===== config.mk =====
export PLATFORM = sky130hd
export DESIGN_NAME = dcc_cursor_ctrl
export DESIGN_NICKNAME = d
export VERILOG_FILES = /design/src/hw/dcc_pkg.sv /design/src/hw/dcc_blink_if.sv /design/src/hw/dcc_cursor_ctrl.sv /design/src/hw/dcc_blink_gen.sv
export SDC_FILE = /design/constraint.sdc
export NUM_CORES = 1
export LEC_CHECK = 0
export ABC_AREA = 1
export BUFFER_PORTS_ARGS = -buffer_cell sky130_fd_sc_hd__buf_2
export CELL_PAD_IN_SITES_DETAIL_PLACEMENT = 1
export CELL_PAD_IN_SITES_GLOBAL_PLACEMENT = 2
export CORE_AREA = 2 2 237 239
export DETAILED_ROUTE_END_ITERATION = 6
export DIE_AREA = 0 0 239 241
export PLACE_DENSITY_LB_ADDON = 0.12
export SYNTH_ARGS = -nofsm -noshare
export SYNTH_HDL_FRONTEND = slang
export SYNTH_SLANG_ARGS = --single-unit

===== constraint.sdc =====
create_clock -name core_clk -period 5.3 [get_ports core_clk]
set_input_delay 0.53 -clock core_clk [delete_from_list [all_inputs] [get_ports core_clk]]
set_output_delay 0.53 -clock core_clk [all_outputs]
set_load 0.01 [all_outputs]

===== src/hw/dcc_pkg.sv =====
// Purpose: Constants shared by the display cursor control block
// Assumes: Byte-wide register port, one core clock
// Notes:   Offsets are byte register addresses on the host port
package dcc_pkg;
  localparam int XW_DEF = 10;
  localparam int YW_DEF = 9;

  localparam logic [7:0] OFS_LINE_GAP   = 8'h29;
  localparam logic [7:0] OFS_TXT_X_LO   = 8'h2A;
  localparam logic [7:0] OFS_TXT_X_HI   = 8'h2B;
  localparam logic [7:0] OFS_TXT_Y_LO   = 8'h2C;
  localparam logic [7:0] OFS_TXT_Y_HI   = 8'h2D;
  localparam logic [7:0] OFS_CTL_MAIN   = 8'h40;
  localparam logic [7:0] OFS_CTL_AUX    = 8'h41;
  localparam logic [7:0] OFS_BLINK      = 8'h44;
  localparam logic [7:0] OFS_RD_ORDER   = 8'h45;
  localparam logic [7:0] OFS_WR_X_LO    = 8'h46;
  localparam logic [7:0] OFS_WR_X_HI    = 8'h47;
  localparam logic [7:0] OFS_WR_Y_LO    = 8'h48;
  localparam logic [7:0] OFS_WR_Y_HI    = 8'h49;
  localparam logic [7:0] OFS_RD_X_LO    = 8'h4A;
  localparam logic [7:0] OFS_RD_X_HI    = 8'h4B;
  localparam logic [7:0] OFS_RD_Y_LO    = 8'h4C;
  localparam logic [7:0] OFS_RD_Y_HI    = 8'h4D;
  localparam logic [7:0] OFS_SPR_X_LO   = 8'h80;
  localparam logic [7:0] OFS_SPR_X_HI   = 8'h81;
  localparam logic [7:0] OFS_SPR_Y_LO   = 8'h82;
  localparam logic [7:0] OFS_SPR_Y_HI   = 8'h83;
  localparam logic [7:0] OFS_SPR_COL_A  = 8'h84;
  localparam logic [7:0] OFS_SPR_COL_B  = 8'h85;

  // Main write control fields
  localparam int BIT_TEXT_MODE   = 7;
  localparam int BIT_CUR_SHOW    = 6;
  localparam int BIT_CUR_BLINK   = 5;
  localparam int BIT_WR_DIR_HI   = 3;
  localparam int BIT_WR_DIR_LO   = 2;
  localparam int BIT_WR_HOLD     = 1;
  localparam int BIT_RD_HOLD     = 0;
  // Aux write control field
  localparam int BIT_SPR_SHOW    = 7;
  // Line gap and read direction field widths
  localparam int LINE_GAP_W      = 5;
  localparam int RD_DIR_W        = 2;

  localparam logic [7:0] RST_CTL_MAIN = 8'h00;
  localparam logic [7:0] RST_CTL_AUX  = 8'h00;
  localparam logic [7:0] RST_BLINK    = 8'h00;
  localparam logic [7:0] RST_BYTE     = 8'h00;

  typedef enum logic [1:0] {
    DIR_RIGHT_DOWN,
    DIR_LEFT_DOWN,
    DIR_DOWN_RIGHT,
    DIR_UP_RIGHT
  } dcc_dir_e;
endpackage : dcc_pkg


===== src/hw/dcc_blink_if.sv =====
// Purpose: Carries blink control and phase between the cursor blocks
// Assumes: Same clock on both sides
// Notes:   Frame pulse is one cycle per display frame
`timescale 1ns/100ps
interface dcc_blink_if;
  logic       blinkEn;
  logic [7:0] blinkFrames;
  logic       framePulse;
  logic       phaseOn;
  modport ctrl (output blinkEn, output blinkFrames, output framePulse, input phaseOn);
  modport gen  (input blinkEn, input blinkFrames, input framePulse, output phaseOn);
endinterface : dcc_blink_if


===== src/hw/dcc_cursor_ctrl.sv =====
// Purpose: Cursor registers and movement for a display controller
// Assumes: Host byte port on core clock; window and font size from other blocks
// Notes:   Software writes to a position win over a same-cycle advance
//
// Overview of operation
// - Sprite shown only while aux bit 7 set
// - Sprite placed at its four position bytes
// - Read cursor never shown, kept separately
// - Main bit 0 set stops read advance
// - Two-bit read direction selects scan order
// - Read cursor: 10-bit X, 9-bit Y
// - Reads advance in graphic and text mode
// - Main bit 7 selects text mode
// - Write cursor marks graphic writes, visible
// - Bits 3-2 set graphic write order
// - Bit 1 set holds write cursor
// - Write cursor: 10-bit X, 9-bit Y
// - Font cursor only in text mode
// - Font cursor advances by font size
// - Wrap at window edge plus line gap
// - Bit 6 shows write and font cursors
// - Bit 5 selects blinking cursor display
// - Blink phase lasts programmed frame count
// - Shown cursor follows main bit 7 mode
//
// The strobed register port was left to the implementer.
`timescale 1ns/100ps
module dcc_cursor_ctrl
  import dcc_pkg::*;
#(
  parameter int XW = XW_DEF,
  parameter int YW = YW_DEF
) (
  input  wire logic          core_clk,
  input  wire logic          sys_rst,
  input  wire logic [7:0]    regAddr,
  input  wire logic [7:0]    regWrData,
  input  wire logic          regWr,
  input  wire logic          regRd,
  output logic      [7:0]    regRdData,
  input  wire logic          memRdDone,
  input  wire logic          memWrDone,
  input  wire logic          charWrDone,
  input  wire logic          framePulse,
  input  wire logic [5:0]    fontWidth,
  input  wire logic [5:0]    fontHeight,
  input  wire logic          fontRotated,
  input  wire logic [XW-1:0] winLeft,
  input  wire logic [XW-1:0] winRight,
  input  wire logic [YW-1:0] winTop,
  input  wire logic [YW-1:0] winBottom,
  output logic               textMode,
  output logic               spriteShow,
  output logic [XW-1:0]      spriteX,
  output logic [YW-1:0]      spriteY,
  output logic [7:0]         spriteColourA,
  output logic [7:0]         spriteColourB,
  output logic [XW-1:0]      readX,
  output logic [YW-1:0]      readY,
  output logic [XW-1:0]      writeX,
  output logic [YW-1:0]      writeY,
  output logic [XW-1:0]      textX,
  output logic [YW-1:0]      textY,
  output logic               writeCursorShow,
  output logic               textCursorShow
);
  if (XW < 9 || XW > 16 || YW < 9 || YW > 16) begin : g_width_check
    $error("Cursor widths must lie between 9 and 16 bits");
  end

  typedef struct packed {
    logic [7:0]    ctlMain;
    logic [7:0]    ctlAux;
    logic [7:0]    blinkFrames;
    logic [7:0]    readOrder;
    logic [7:0]    lineGap;
    logic [7:0]    colA;
    logic [7:0]    colB;
    logic [XW-1:0] rdX;
    logic [YW-1:0] rdY;
    logic [XW-1:0] wrX;
    logic [YW-1:0] wrY;
    logic [XW-1:0] txX;
    logic [YW-1:0] txY;
    logic [XW-1:0] spX;
    logic [YW-1:0] spY;
    logic [7:0]    rdData;
  } dcc_state_s;

  dcc_state_s st_q;
  dcc_state_s st_d;
  dcc_blink_if blinkBus ();

  // Byte-lane helpers for split coordinates
  function automatic logic [XW-1:0] setXLo(input logic [XW-1:0] v, input logic [7:0] b);
    setXLo = {v[XW-1:8], b};
  endfunction : setXLo

  function automatic logic [XW-1:0] setXHi(input logic [XW-1:0] v, input logic [7:0] b);
    setXHi = {b[XW-9:0], v[7:0]};
  endfunction : setXHi

  function automatic logic [YW-1:0] setYLo(input logic [YW-1:0] v, input logic [7:0] b);
    setYLo = {v[YW-1:8], b};
  endfunction : setYLo

  function automatic logic [YW-1:0] setYHi(input logic [YW-1:0] v, input logic [7:0] b);
    setYHi = {b[YW-9:0], v[7:0]};
  endfunction : setYHi

  function automatic logic [7:0] hiX(input logic [XW-1:0] v);
    hiX = 8'(v >> 8);
  endfunction : hiX

  function automatic logic [7:0] hiY(input logic [YW-1:0] v);
    hiY = 8'(v >> 8);
  endfunction : hiY

  // One pixel step in scan order, wrapping inside the window
  function automatic logic [XW+YW-1:0] stepPos(
    input logic [1:0]    dir,
    input logic [XW-1:0] x,
    input logic [YW-1:0] y,
    input logic [XW-1:0] l,
    input logic [XW-1:0] r,
    input logic [YW-1:0] t,
    input logic [YW-1:0] b
  );
    logic [XW-1:0] nx;
    logic [YW-1:0] ny;
    nx = x;
    ny = y;
    case (dcc_dir_e'(dir))
      DIR_RIGHT_DOWN: begin
        if (x >= r) begin
          nx = l;
          ny = (y >= b) ? t : YW'(y + 1'b1);
        end else begin
          nx = XW'(x + 1'b1);
        end
      end
      DIR_LEFT_DOWN: begin
        if (x <= l) begin
          nx = r;
          ny = (y >= b) ? t : YW'(y + 1'b1);
        end else begin
          nx = XW'(x - 1'b1);
        end
      end
      DIR_DOWN_RIGHT: begin
        if (y >= b) begin
          ny = t;
          nx = (x >= r) ? l : XW'(x + 1'b1);
        end else begin
          ny = YW'(y + 1'b1);
        end
      end
      DIR_UP_RIGHT: begin
        if (y <= t) begin
          ny = b;
          nx = (x >= r) ? l : XW'(x + 1'b1);
        end else begin
          ny = YW'(y - 1'b1);
        end
      end
      default: begin
        nx = x;
        ny = y;
      end
    endcase
    stepPos = {nx, ny};
  endfunction : stepPos

  // Character step: along the line, then next line plus gap
  function automatic logic [XW+YW-1:0] fontStep(
    input logic [XW-1:0] x,
    input logic [YW-1:0] y,
    input logic [5:0]    w,
    input logic [5:0]    h,
    input logic [4:0]    gap,
    input logic          rot
  );
    logic [XW+1:0] ax;
    logic [YW+1:0] ay;
    logic [XW-1:0] nx;
    logic [YW-1:0] ny;
    nx = x;
    ny = y;
    if (!rot) begin
      ax = (XW+2)'(x) + (XW+2)'(w) + (XW+2)'(w);
      ay = (YW+2)'(y) + (YW+2)'(h) + (YW+2)'(gap) + (YW+2)'(h);
      if (ax > (XW+2)'(winRight) + 1'b1) begin
        nx = winLeft;
        ny = (ay > (YW+2)'(winBottom) + 1'b1) ? winTop
                                               : YW'(y + YW'(h) + YW'(gap));
      end else begin
        nx = XW'(x + XW'(w));
      end
    end else begin
      // Rotated text runs down a column, columns step rightward
      ay = (YW+2)'(y) + (YW+2)'(w) + (YW+2)'(w);
      ax = (XW+2)'(x) + (XW+2)'(h) + (XW+2)'(gap) + (XW+2)'(h);
      if (ay > (YW+2)'(winBottom) + 1'b1) begin
        ny = winTop;
        nx = (ax > (XW+2)'(winRight) + 1'b1) ? winLeft
                                              : XW'(x + XW'(h) + XW'(gap));
      end else begin
        ny = YW'(y + YW'(w));
      end
    end
    fontStep = {nx, ny};
  endfunction : fontStep

  logic             wrSel;
  logic [XW+YW-1:0] rdNext;
  logic [XW+YW-1:0] wrNext;
  logic [XW+YW-1:0] txNext;

  always_comb begin
    st_d   = st_q;
    wrSel  = regWr;
    rdNext = stepPos(st_q.readOrder[RD_DIR_W-1:0], st_q.rdX, st_q.rdY,
                     winLeft, winRight, winTop, winBottom);
    wrNext = stepPos(st_q.ctlMain[BIT_WR_DIR_HI:BIT_WR_DIR_LO], st_q.wrX, st_q.wrY,
                     winLeft, winRight, winTop, winBottom);
    txNext = fontStep(st_q.txX, st_q.txY, fontWidth, fontHeight,
                      st_q.lineGap[LINE_GAP_W-1:0], fontRotated);

    if (memRdDone && !st_q.ctlMain[BIT_RD_HOLD]) begin
      {st_d.rdX, st_d.rdY} = rdNext;
    end
    if (memWrDone && !st_q.ctlMain[BIT_TEXT_MODE] && !st_q.ctlMain[BIT_WR_HOLD]) begin
      {st_d.wrX, st_d.wrY} = wrNext;
    end
    if (charWrDone && st_q.ctlMain[BIT_TEXT_MODE] && !st_q.ctlMain[BIT_WR_HOLD]) begin
      {st_d.txX, st_d.txY} = txNext;
    end

    if (wrSel) begin
      case (regAddr)
        OFS_LINE_GAP:  st_d.lineGap     = {3'h0, regWrData[LINE_GAP_W-1:0]};
        OFS_TXT_X_LO:  st_d.txX         = setXLo(st_q.txX, regWrData);
        OFS_TXT_X_HI:  st_d.txX         = setXHi(st_q.txX, regWrData);
        OFS_TXT_Y_LO:  st_d.txY         = setYLo(st_q.txY, regWrData);
        OFS_TXT_Y_HI:  st_d.txY         = setYHi(st_q.txY, regWrData);
        OFS_CTL_MAIN:  st_d.ctlMain     = {regWrData[7:5], 1'b0, regWrData[3:0]};
        OFS_CTL_AUX:   st_d.ctlAux      = regWrData;
        OFS_BLINK:     st_d.blinkFrames = regWrData;
        OFS_RD_ORDER:  st_d.readOrder   = {6'h00, regWrData[RD_DIR_W-1:0]};
        OFS_WR_X_LO:   st_d.wrX         = setXLo(st_q.wrX, regWrData);
        OFS_WR_X_HI:   st_d.wrX         = setXHi(st_q.wrX, regWrData);
        OFS_WR_Y_LO:   st_d.wrY         = setYLo(st_q.wrY, regWrData);
        OFS_WR_Y_HI:   st_d.wrY         = setYHi(st_q.wrY, regWrData);
        OFS_RD_X_LO:   st_d.rdX         = setXLo(st_q.rdX, regWrData);
        OFS_RD_X_HI:   st_d.rdX         = setXHi(st_q.rdX, regWrData);
        OFS_RD_Y_LO:   st_d.rdY         = setYLo(st_q.rdY, regWrData);
        OFS_RD_Y_HI:   st_d.rdY         = setYHi(st_q.rdY, regWrData);
        OFS_SPR_X_LO:  st_d.spX         = setXLo(st_q.spX, regWrData);
        OFS_SPR_X_HI:  st_d.spX         = setXHi(st_q.spX, regWrData);
        OFS_SPR_Y_LO:  st_d.spY         = setYLo(st_q.spY, regWrData);
        OFS_SPR_Y_HI:  st_d.spY         = setYHi(st_q.spY, regWrData);
        OFS_SPR_COL_A: st_d.colA        = regWrData;
        OFS_SPR_COL_B: st_d.colB        = regWrData;
        default:       st_d.colB        = st_d.colB;
      endcase
    end

    // Read data valid only in the cycle after the strobe
    st_d.rdData = 8'h00;
    if (regRd) begin
      case (regAddr)
        OFS_LINE_GAP:  st_d.rdData = st_q.lineGap;
        OFS_TXT_X_LO:  st_d.rdData = st_q.txX[7:0];
        OFS_TXT_X_HI:  st_d.rdData = hiX(st_q.txX);
        OFS_TXT_Y_LO:  st_d.rdData = st_q.txY[7:0];
        OFS_TXT_Y_HI:  st_d.rdData = hiY(st_q.txY);
        OFS_CTL_MAIN:  st_d.rdData = st_q.ctlMain;
        OFS_CTL_AUX:   st_d.rdData = st_q.ctlAux;
        OFS_BLINK:     st_d.rdData = st_q.blinkFrames;
        OFS_RD_ORDER:  st_d.rdData = st_q.readOrder;
        OFS_WR_X_LO:   st_d.rdData = st_q.wrX[7:0];
        OFS_WR_X_HI:   st_d.rdData = hiX(st_q.wrX);
        OFS_WR_Y_LO:   st_d.rdData = st_q.wrY[7:0];
        OFS_WR_Y_HI:   st_d.rdData = hiY(st_q.wrY);
        OFS_RD_X_LO:   st_d.rdData = st_q.rdX[7:0];
        OFS_RD_X_HI:   st_d.rdData = hiX(st_q.rdX);
        OFS_RD_Y_LO:   st_d.rdData = st_q.rdY[7:0];
        OFS_RD_Y_HI:   st_d.rdData = hiY(st_q.rdY);
        OFS_SPR_X_LO:  st_d.rdData = st_q.spX[7:0];
        OFS_SPR_X_HI:  st_d.rdData = hiX(st_q.spX);
        OFS_SPR_Y_LO:  st_d.rdData = st_q.spY[7:0];
        OFS_SPR_Y_HI:  st_d.rdData = hiY(st_q.spY);
        OFS_SPR_COL_A: st_d.rdData = st_q.colA;
        OFS_SPR_COL_B: st_d.rdData = st_q.colB;
        default:       st_d.rdData = 8'h00;
      endcase
    end
  end

  always_ff @(posedge core_clk) begin
    if (sys_rst) begin
      st_q <= '{ctlMain: RST_CTL_MAIN, ctlAux: RST_CTL_AUX, blinkFrames: RST_BLINK,
                readOrder: RST_BYTE, lineGap: RST_BYTE, colA: RST_BYTE, colB: RST_BYTE,
                rdX: '0, rdY: '0, wrX: '0, wrY: '0, txX: '0, txY: '0,
                spX: '0, spY: '0, rdData: RST_BYTE};
    end else begin
      st_q <= st_d;
    end
  end

  assign blinkBus.blinkEn     = st_q.ctlMain[BIT_CUR_BLINK];
  assign blinkBus.blinkFrames = st_q.blinkFrames;
  assign blinkBus.framePulse  = framePulse;

  dcc_blink_gen u_blink (
    .core_clk (core_clk),
    .sys_rst  (sys_rst),
    .blk      (blinkBus.gen)
  );

  logic cursorLit;
  assign cursorLit = st_q.ctlMain[BIT_CUR_SHOW] &
                     (~st_q.ctlMain[BIT_CUR_BLINK] | blinkBus.phaseOn);

  assign textMode        = st_q.ctlMain[BIT_TEXT_MODE];
  assign writeCursorShow = cursorLit & ~st_q.ctlMain[BIT_TEXT_MODE];
  assign textCursorShow  = cursorLit & st_q.ctlMain[BIT_TEXT_MODE];
  assign spriteShow      = st_q.ctlAux[BIT_SPR_SHOW];
  assign spriteX         = st_q.spX;
  assign spriteY         = st_q.spY;
  assign spriteColourA   = st_q.colA;
  assign spriteColourB   = st_q.colB;
  assign readX           = st_q.rdX;
  assign readY           = st_q.rdY;
  assign writeX          = st_q.wrX;
  assign writeY          = st_q.wrY;
  assign textX           = st_q.txX;
  assign textY           = st_q.txY;
  assign regRdData       = st_q.rdData;
endmodule : dcc_cursor_ctrl


===== src/hw/dcc_blink_gen.sv =====
// Purpose: Blink phase generator counted in display frames
// Assumes: Frame pulse from display timing on core clock
// Notes:   A zero frame count behaves as one frame per phase
`timescale 1ns/100ps
module dcc_blink_gen
  import dcc_pkg::*;
(
  input  wire logic core_clk,
  input  wire logic sys_rst,
  dcc_blink_if.gen  blk
);
  typedef struct packed {
    logic [7:0] frameCnt;
    logic       on;
    logic       enPrev;
  } dcc_blink_s;

  dcc_blink_s st_q;
  dcc_blink_s st_d;
  logic [7:0] limit;

  always_comb begin
    st_d   = st_q;
    limit  = (blk.blinkFrames == 8'h00) ? 8'h01 : blk.blinkFrames;
    st_d.enPrev = blk.blinkEn;
    if (!blk.blinkEn) begin
      st_d.on       = 1'b1;
      st_d.frameCnt = 8'h00;
    end else if (!st_q.enPrev) begin
      st_d.on       = 1'b1;
      st_d.frameCnt = 8'h00;
    end else if (blk.framePulse) begin
      if (st_q.frameCnt + 8'h01 >= limit) begin
        st_d.frameCnt = 8'h00;
        st_d.on       = ~st_q.on;
      end else begin
        st_d.frameCnt = st_q.frameCnt + 8'h01;
      end
    end
  end

  always_ff @(posedge core_clk) begin
    if (sys_rst) begin
      st_q <= '{frameCnt: 8'h00, on: 1'b1, enPrev: 1'b0};
    end else begin
      st_q <= st_d;
    end
  end

  assign blk.phaseOn = st_q.on;
endmodule : dcc_blink_gen


==> impl_metrics.env <==
export IMPL_drtAntennaViolNets=0
export IMPL_first_global_vias=20217
export IMPL_worstSetupStartpointType="register"
export IMPL_clk_pin_slew_ps=70
export IMPL_synth_seq_cells=140
export IMPL_leakage_nw=9.43
export IMPL_endpoint="textX[2]$_SDFFE_PP0P_"
export IMPL_grt_pass1_wl_um=126000
export IMPL_clock_latency_ps=480
export IMPL_maxCapViolCount=0
export IMPL_drive_gt1_frac=0.0955
export IMPL_clock_skew_ps=14.3
export IMPL_fmax_mhz=213
export IMPL_synth_nets=3201
export IMPL_slew_headroom=0.243
export IMPL_hold_violations=0
export IMPL_crit_type="reg -> reg"
export IMPL_initial_utilization=0.329
export IMPL_min_path_type="in -> reg"
export IMPL_grt_overflow=0
export IMPL_synth_area_per_cell_um2=6.21
export IMPL_tritoncts="built"
export IMPL_status="complete, no violations"
export IMPL_syn_to_final_growth_pct=7.62
export IMPL_design_core_area_mm2=0.0549
export IMPL_synth_cell_types=50
export IMPL_numCtsBuffers=17
export IMPL_reg2regPathDepth=21
export IMPL_path_max_fanout=11
export IMPL_dp_hpwl_um=68000
export IMPL_fin_cells=3659
export IMPL_place_inst=3625
export IMPL_syn_area_mm2=0.0180
export IMPL_hold_buffers=0
export IMPL_powerDensity_mw_per_mm2=168
export IMPL_portBuffers=178
export IMPL_ctsResizeCount=0
export IMPL_r2r_start="textX[3]$_SDFFE_PP0P_"
export IMPL_netlist_top_cells_area="dfxtp_1, nand2_1, ha_1"
export IMPL_place_gp_congestion=0.921
export IMPL_gr_usage_all_layers=0.291
export IMPL_synth_edf_count=0
export IMPL_drtIter0Drc=1172
export IMPL_post_route_min_period_ps=4700
export IMPL_crit_path_end_kind="register"
export IMPL_finalCritPeriodShare=0.886
export IMPL_synth_area_leader_cell="dfxtp_1"
export IMPL_critPathLaunch="textX[3]$_SDFFE_PP0P_"
export IMPL_drv_slew=0
export IMPL_dieArea_mm2=0.0576
export IMPL_antenna_found_initial=5
export IMPL_routed_via_density=5.47
export IMPL_cts_root_buf="clkbuf_16"
export IMPL_clock_sinks=140
export IMPL_drt_wl_total_um=84400
export IMPL_synth_top_area_frac=0.155
export IMPL_synth_top_flop_cell="dfxtp_1"
export IMPL_rows=86
export IMPL_setup_viol=0
export IMPL_max_slew_worst_pin_slew_ps=1130
export IMPL_crit_required_ps=5670
export IMPL_ir_drop_mv=0.232
export IMPL_grt_max_degree=49
export IMPL_clockBufferDepth=2
export IMPL_arrival_ps=5070
export IMPL_yosys_warnings=0
export IMPL_finalSetupTns_ps=0
export IMPL_rsz0062_at_grt="no"
export IMPL_nNetsFinal=3236
export IMPL_die_x_um=239
export IMPL_synth_seq_area_share=0.155
export IMPL_worst_r2r_endpoint="textX[2]$_SDFFE_PP0P_"
export IMPL_num_vias=20028
export IMPL_ios=179
export IMPL_synth_cells=2905
export IMPL_die_y_um=241
export IMPL_post_synth_top_count_cell="nand2_1"
export IMPL_synth_common_cells="nand2_1, inv_1, a21oi_1"
export IMPL_whs_path_depth=3
export IMPL_post_drt_wl_per_cell_um=23.1
export IMPL_drc=0
export IMPL_post_cts_buffers=0
export IMPL_r2r_slack_ps=600
export IMPL_htree_levels=4
export IMPL_synthArstFlopShare=0
export IMPL_drt_pass1_iter_count=5
==> cell usage in the layout, fill, tap and decap left out, types with 4 or more instances in the layout <==
master,Yosys,layout
xnor2_1,24,24
dfxtp_1,140,140
o21ai_0,204,204
a211oi_1,17,17
nor3_1,25,25
nor2_1,240,240
xor2_1,94,94
a21oi_1,298,298
clkbuf_16,0,17
nand3b_1,11,11
clkinvlp_4,0,5
o221ai_1,10,10
ha_1,195,195
clkinv_1,7,7
a21oi_2,4,4
nand3_1,201,201
buf_2,40,178
fa_1,26,26
o21bai_1,6,6
nand2_1,670,670
nor4_1,8,8
a21o_1,8,8
a22oi_1,6,6
o21a_1,7,7
inv_1,354,353
inv_2,8,9
nand3_2,8,8
nand2_2,8,8
nor2_2,4,4
buf_4,102,32
o211ai_1,14,14
nand4_1,66,66
o22ai_1,26,26
==> how the worst min path moves through the flow <==
stage / slack [ps] / from / end
final: 350 / framePulse / u_blink.st_q[2]$_SDFFE_PP0P_
after global routing: 370 / framePulse / u_blink.st_q[2]$_SDFFE_PP0P_
after CTS: 320 / framePulse / u_blink.st_q[2]$_SDFFE_PP0P_
after detailed placement: 460 / st_q[129]$_SDFFE_PP0P_ / st_q[129]$_SDFFE_PP0P_
after global placement: 450 / st_q[124]$_SDFFE_PP0P_ / st_q[124]$_SDFFE_PP0P_
after floorplan: 440 / spriteX[9]$_SDFFE_PP0P_ / spriteX[9]$_SDFFE_PP0P_
==> final cells by class <==
cell class | count | area [um^2]
clock buffers | 20 | 437
flip-flops and latches | 140 | 2800
inverters | 369 | 1390
repair buffers | 210 | 1130
multi-input cells | 2202 | 12700
fillers | 7229 | 35500
clock inverters | 12 | 90.1
diodes | 2 | 5.00
well taps | 704 | 881
==> registers in the layout, summed over array words and instances (netlist names) <==
signal / count
st_q: 19
readX: 10
spriteX: 10
textX: 10
writeX: 10
readY: 9
spriteY: 9
textY: 9
u_blink.st_q: 9
writeY: 9
blinkBus.blinkFrames: 8
regRdData: 8
spriteColourA: 8
spriteColourB: 8
blinkBus.blinkEn: 1
spriteShow: 1
textMode: 1
u_blink.blk.phaseOn: 1
==> worst max-delay path, cell delays in order (launching register included) <==
cell	delay, ps
dfxtp_1	560
fa_1	510
ha_1	380
a21oi_1	160
inv_1	50
a31oi_1	260
o21ai_0	220
nand3_1	150
nand2_1	80
xor2_1	160
ha_1	310
nand3_1	110
nor3_1	250
nand2_1	100
nand3_1	360
nand2_1	350
nand2_1	140
nand3_1	80
nand2_1	80
nand3_1	60
a21oi_1	160
nor2_1	50
==> logic make-up after synthesis <==
| group | after synthesis | share of synthesized area |
|---|---|---|
| AND/OR/NAND/NOR | 1252 | 0.298 |
| AO/OA/AOI/OAI | 611 | 0.184 |
| buffers and inverters | 563 | 0.142 |
| adder cells (fa/ha/maj) | 221 | 0.164 |
| flip-flops | 140 | 0.155 |
| XOR/XNOR | 118 | 0.0573 |
==> layer usage <==
metal  vias up  GRT usage  part of all wire
met5         -          0           0.00033
met4         4     0.0979             0.030
met3       120     0.0493             0.053
met2       478      0.487              0.46
met1      9812      0.378              0.45
li1       9614          -                 -
==> through the flow <==
step                cell area [um^2]  hold WS (ps)  power, mW  utilization  worst slack, ps
global placement               18900           451       2.10        0.344              657
CTS                            19400           320       3.29        0.354              650
global route                   19400           373       3.45        0.354              141
detailed placement             18900           457       2.13        0.344              522
finish                         19400           352       3.27        0.354              604
floorplan                      18000           439       1.77            -             1490
==> where the power goes <==
part           internal [mW]  switching, mW  total (mW)
logic                  0.306          0.672       0.978
clock network          0.600          0.554        1.15
registers               1.07         0.0613        1.13
total                   1.98           1.29        3.27
Note: power is estimated with default switching activity, not from simulation.
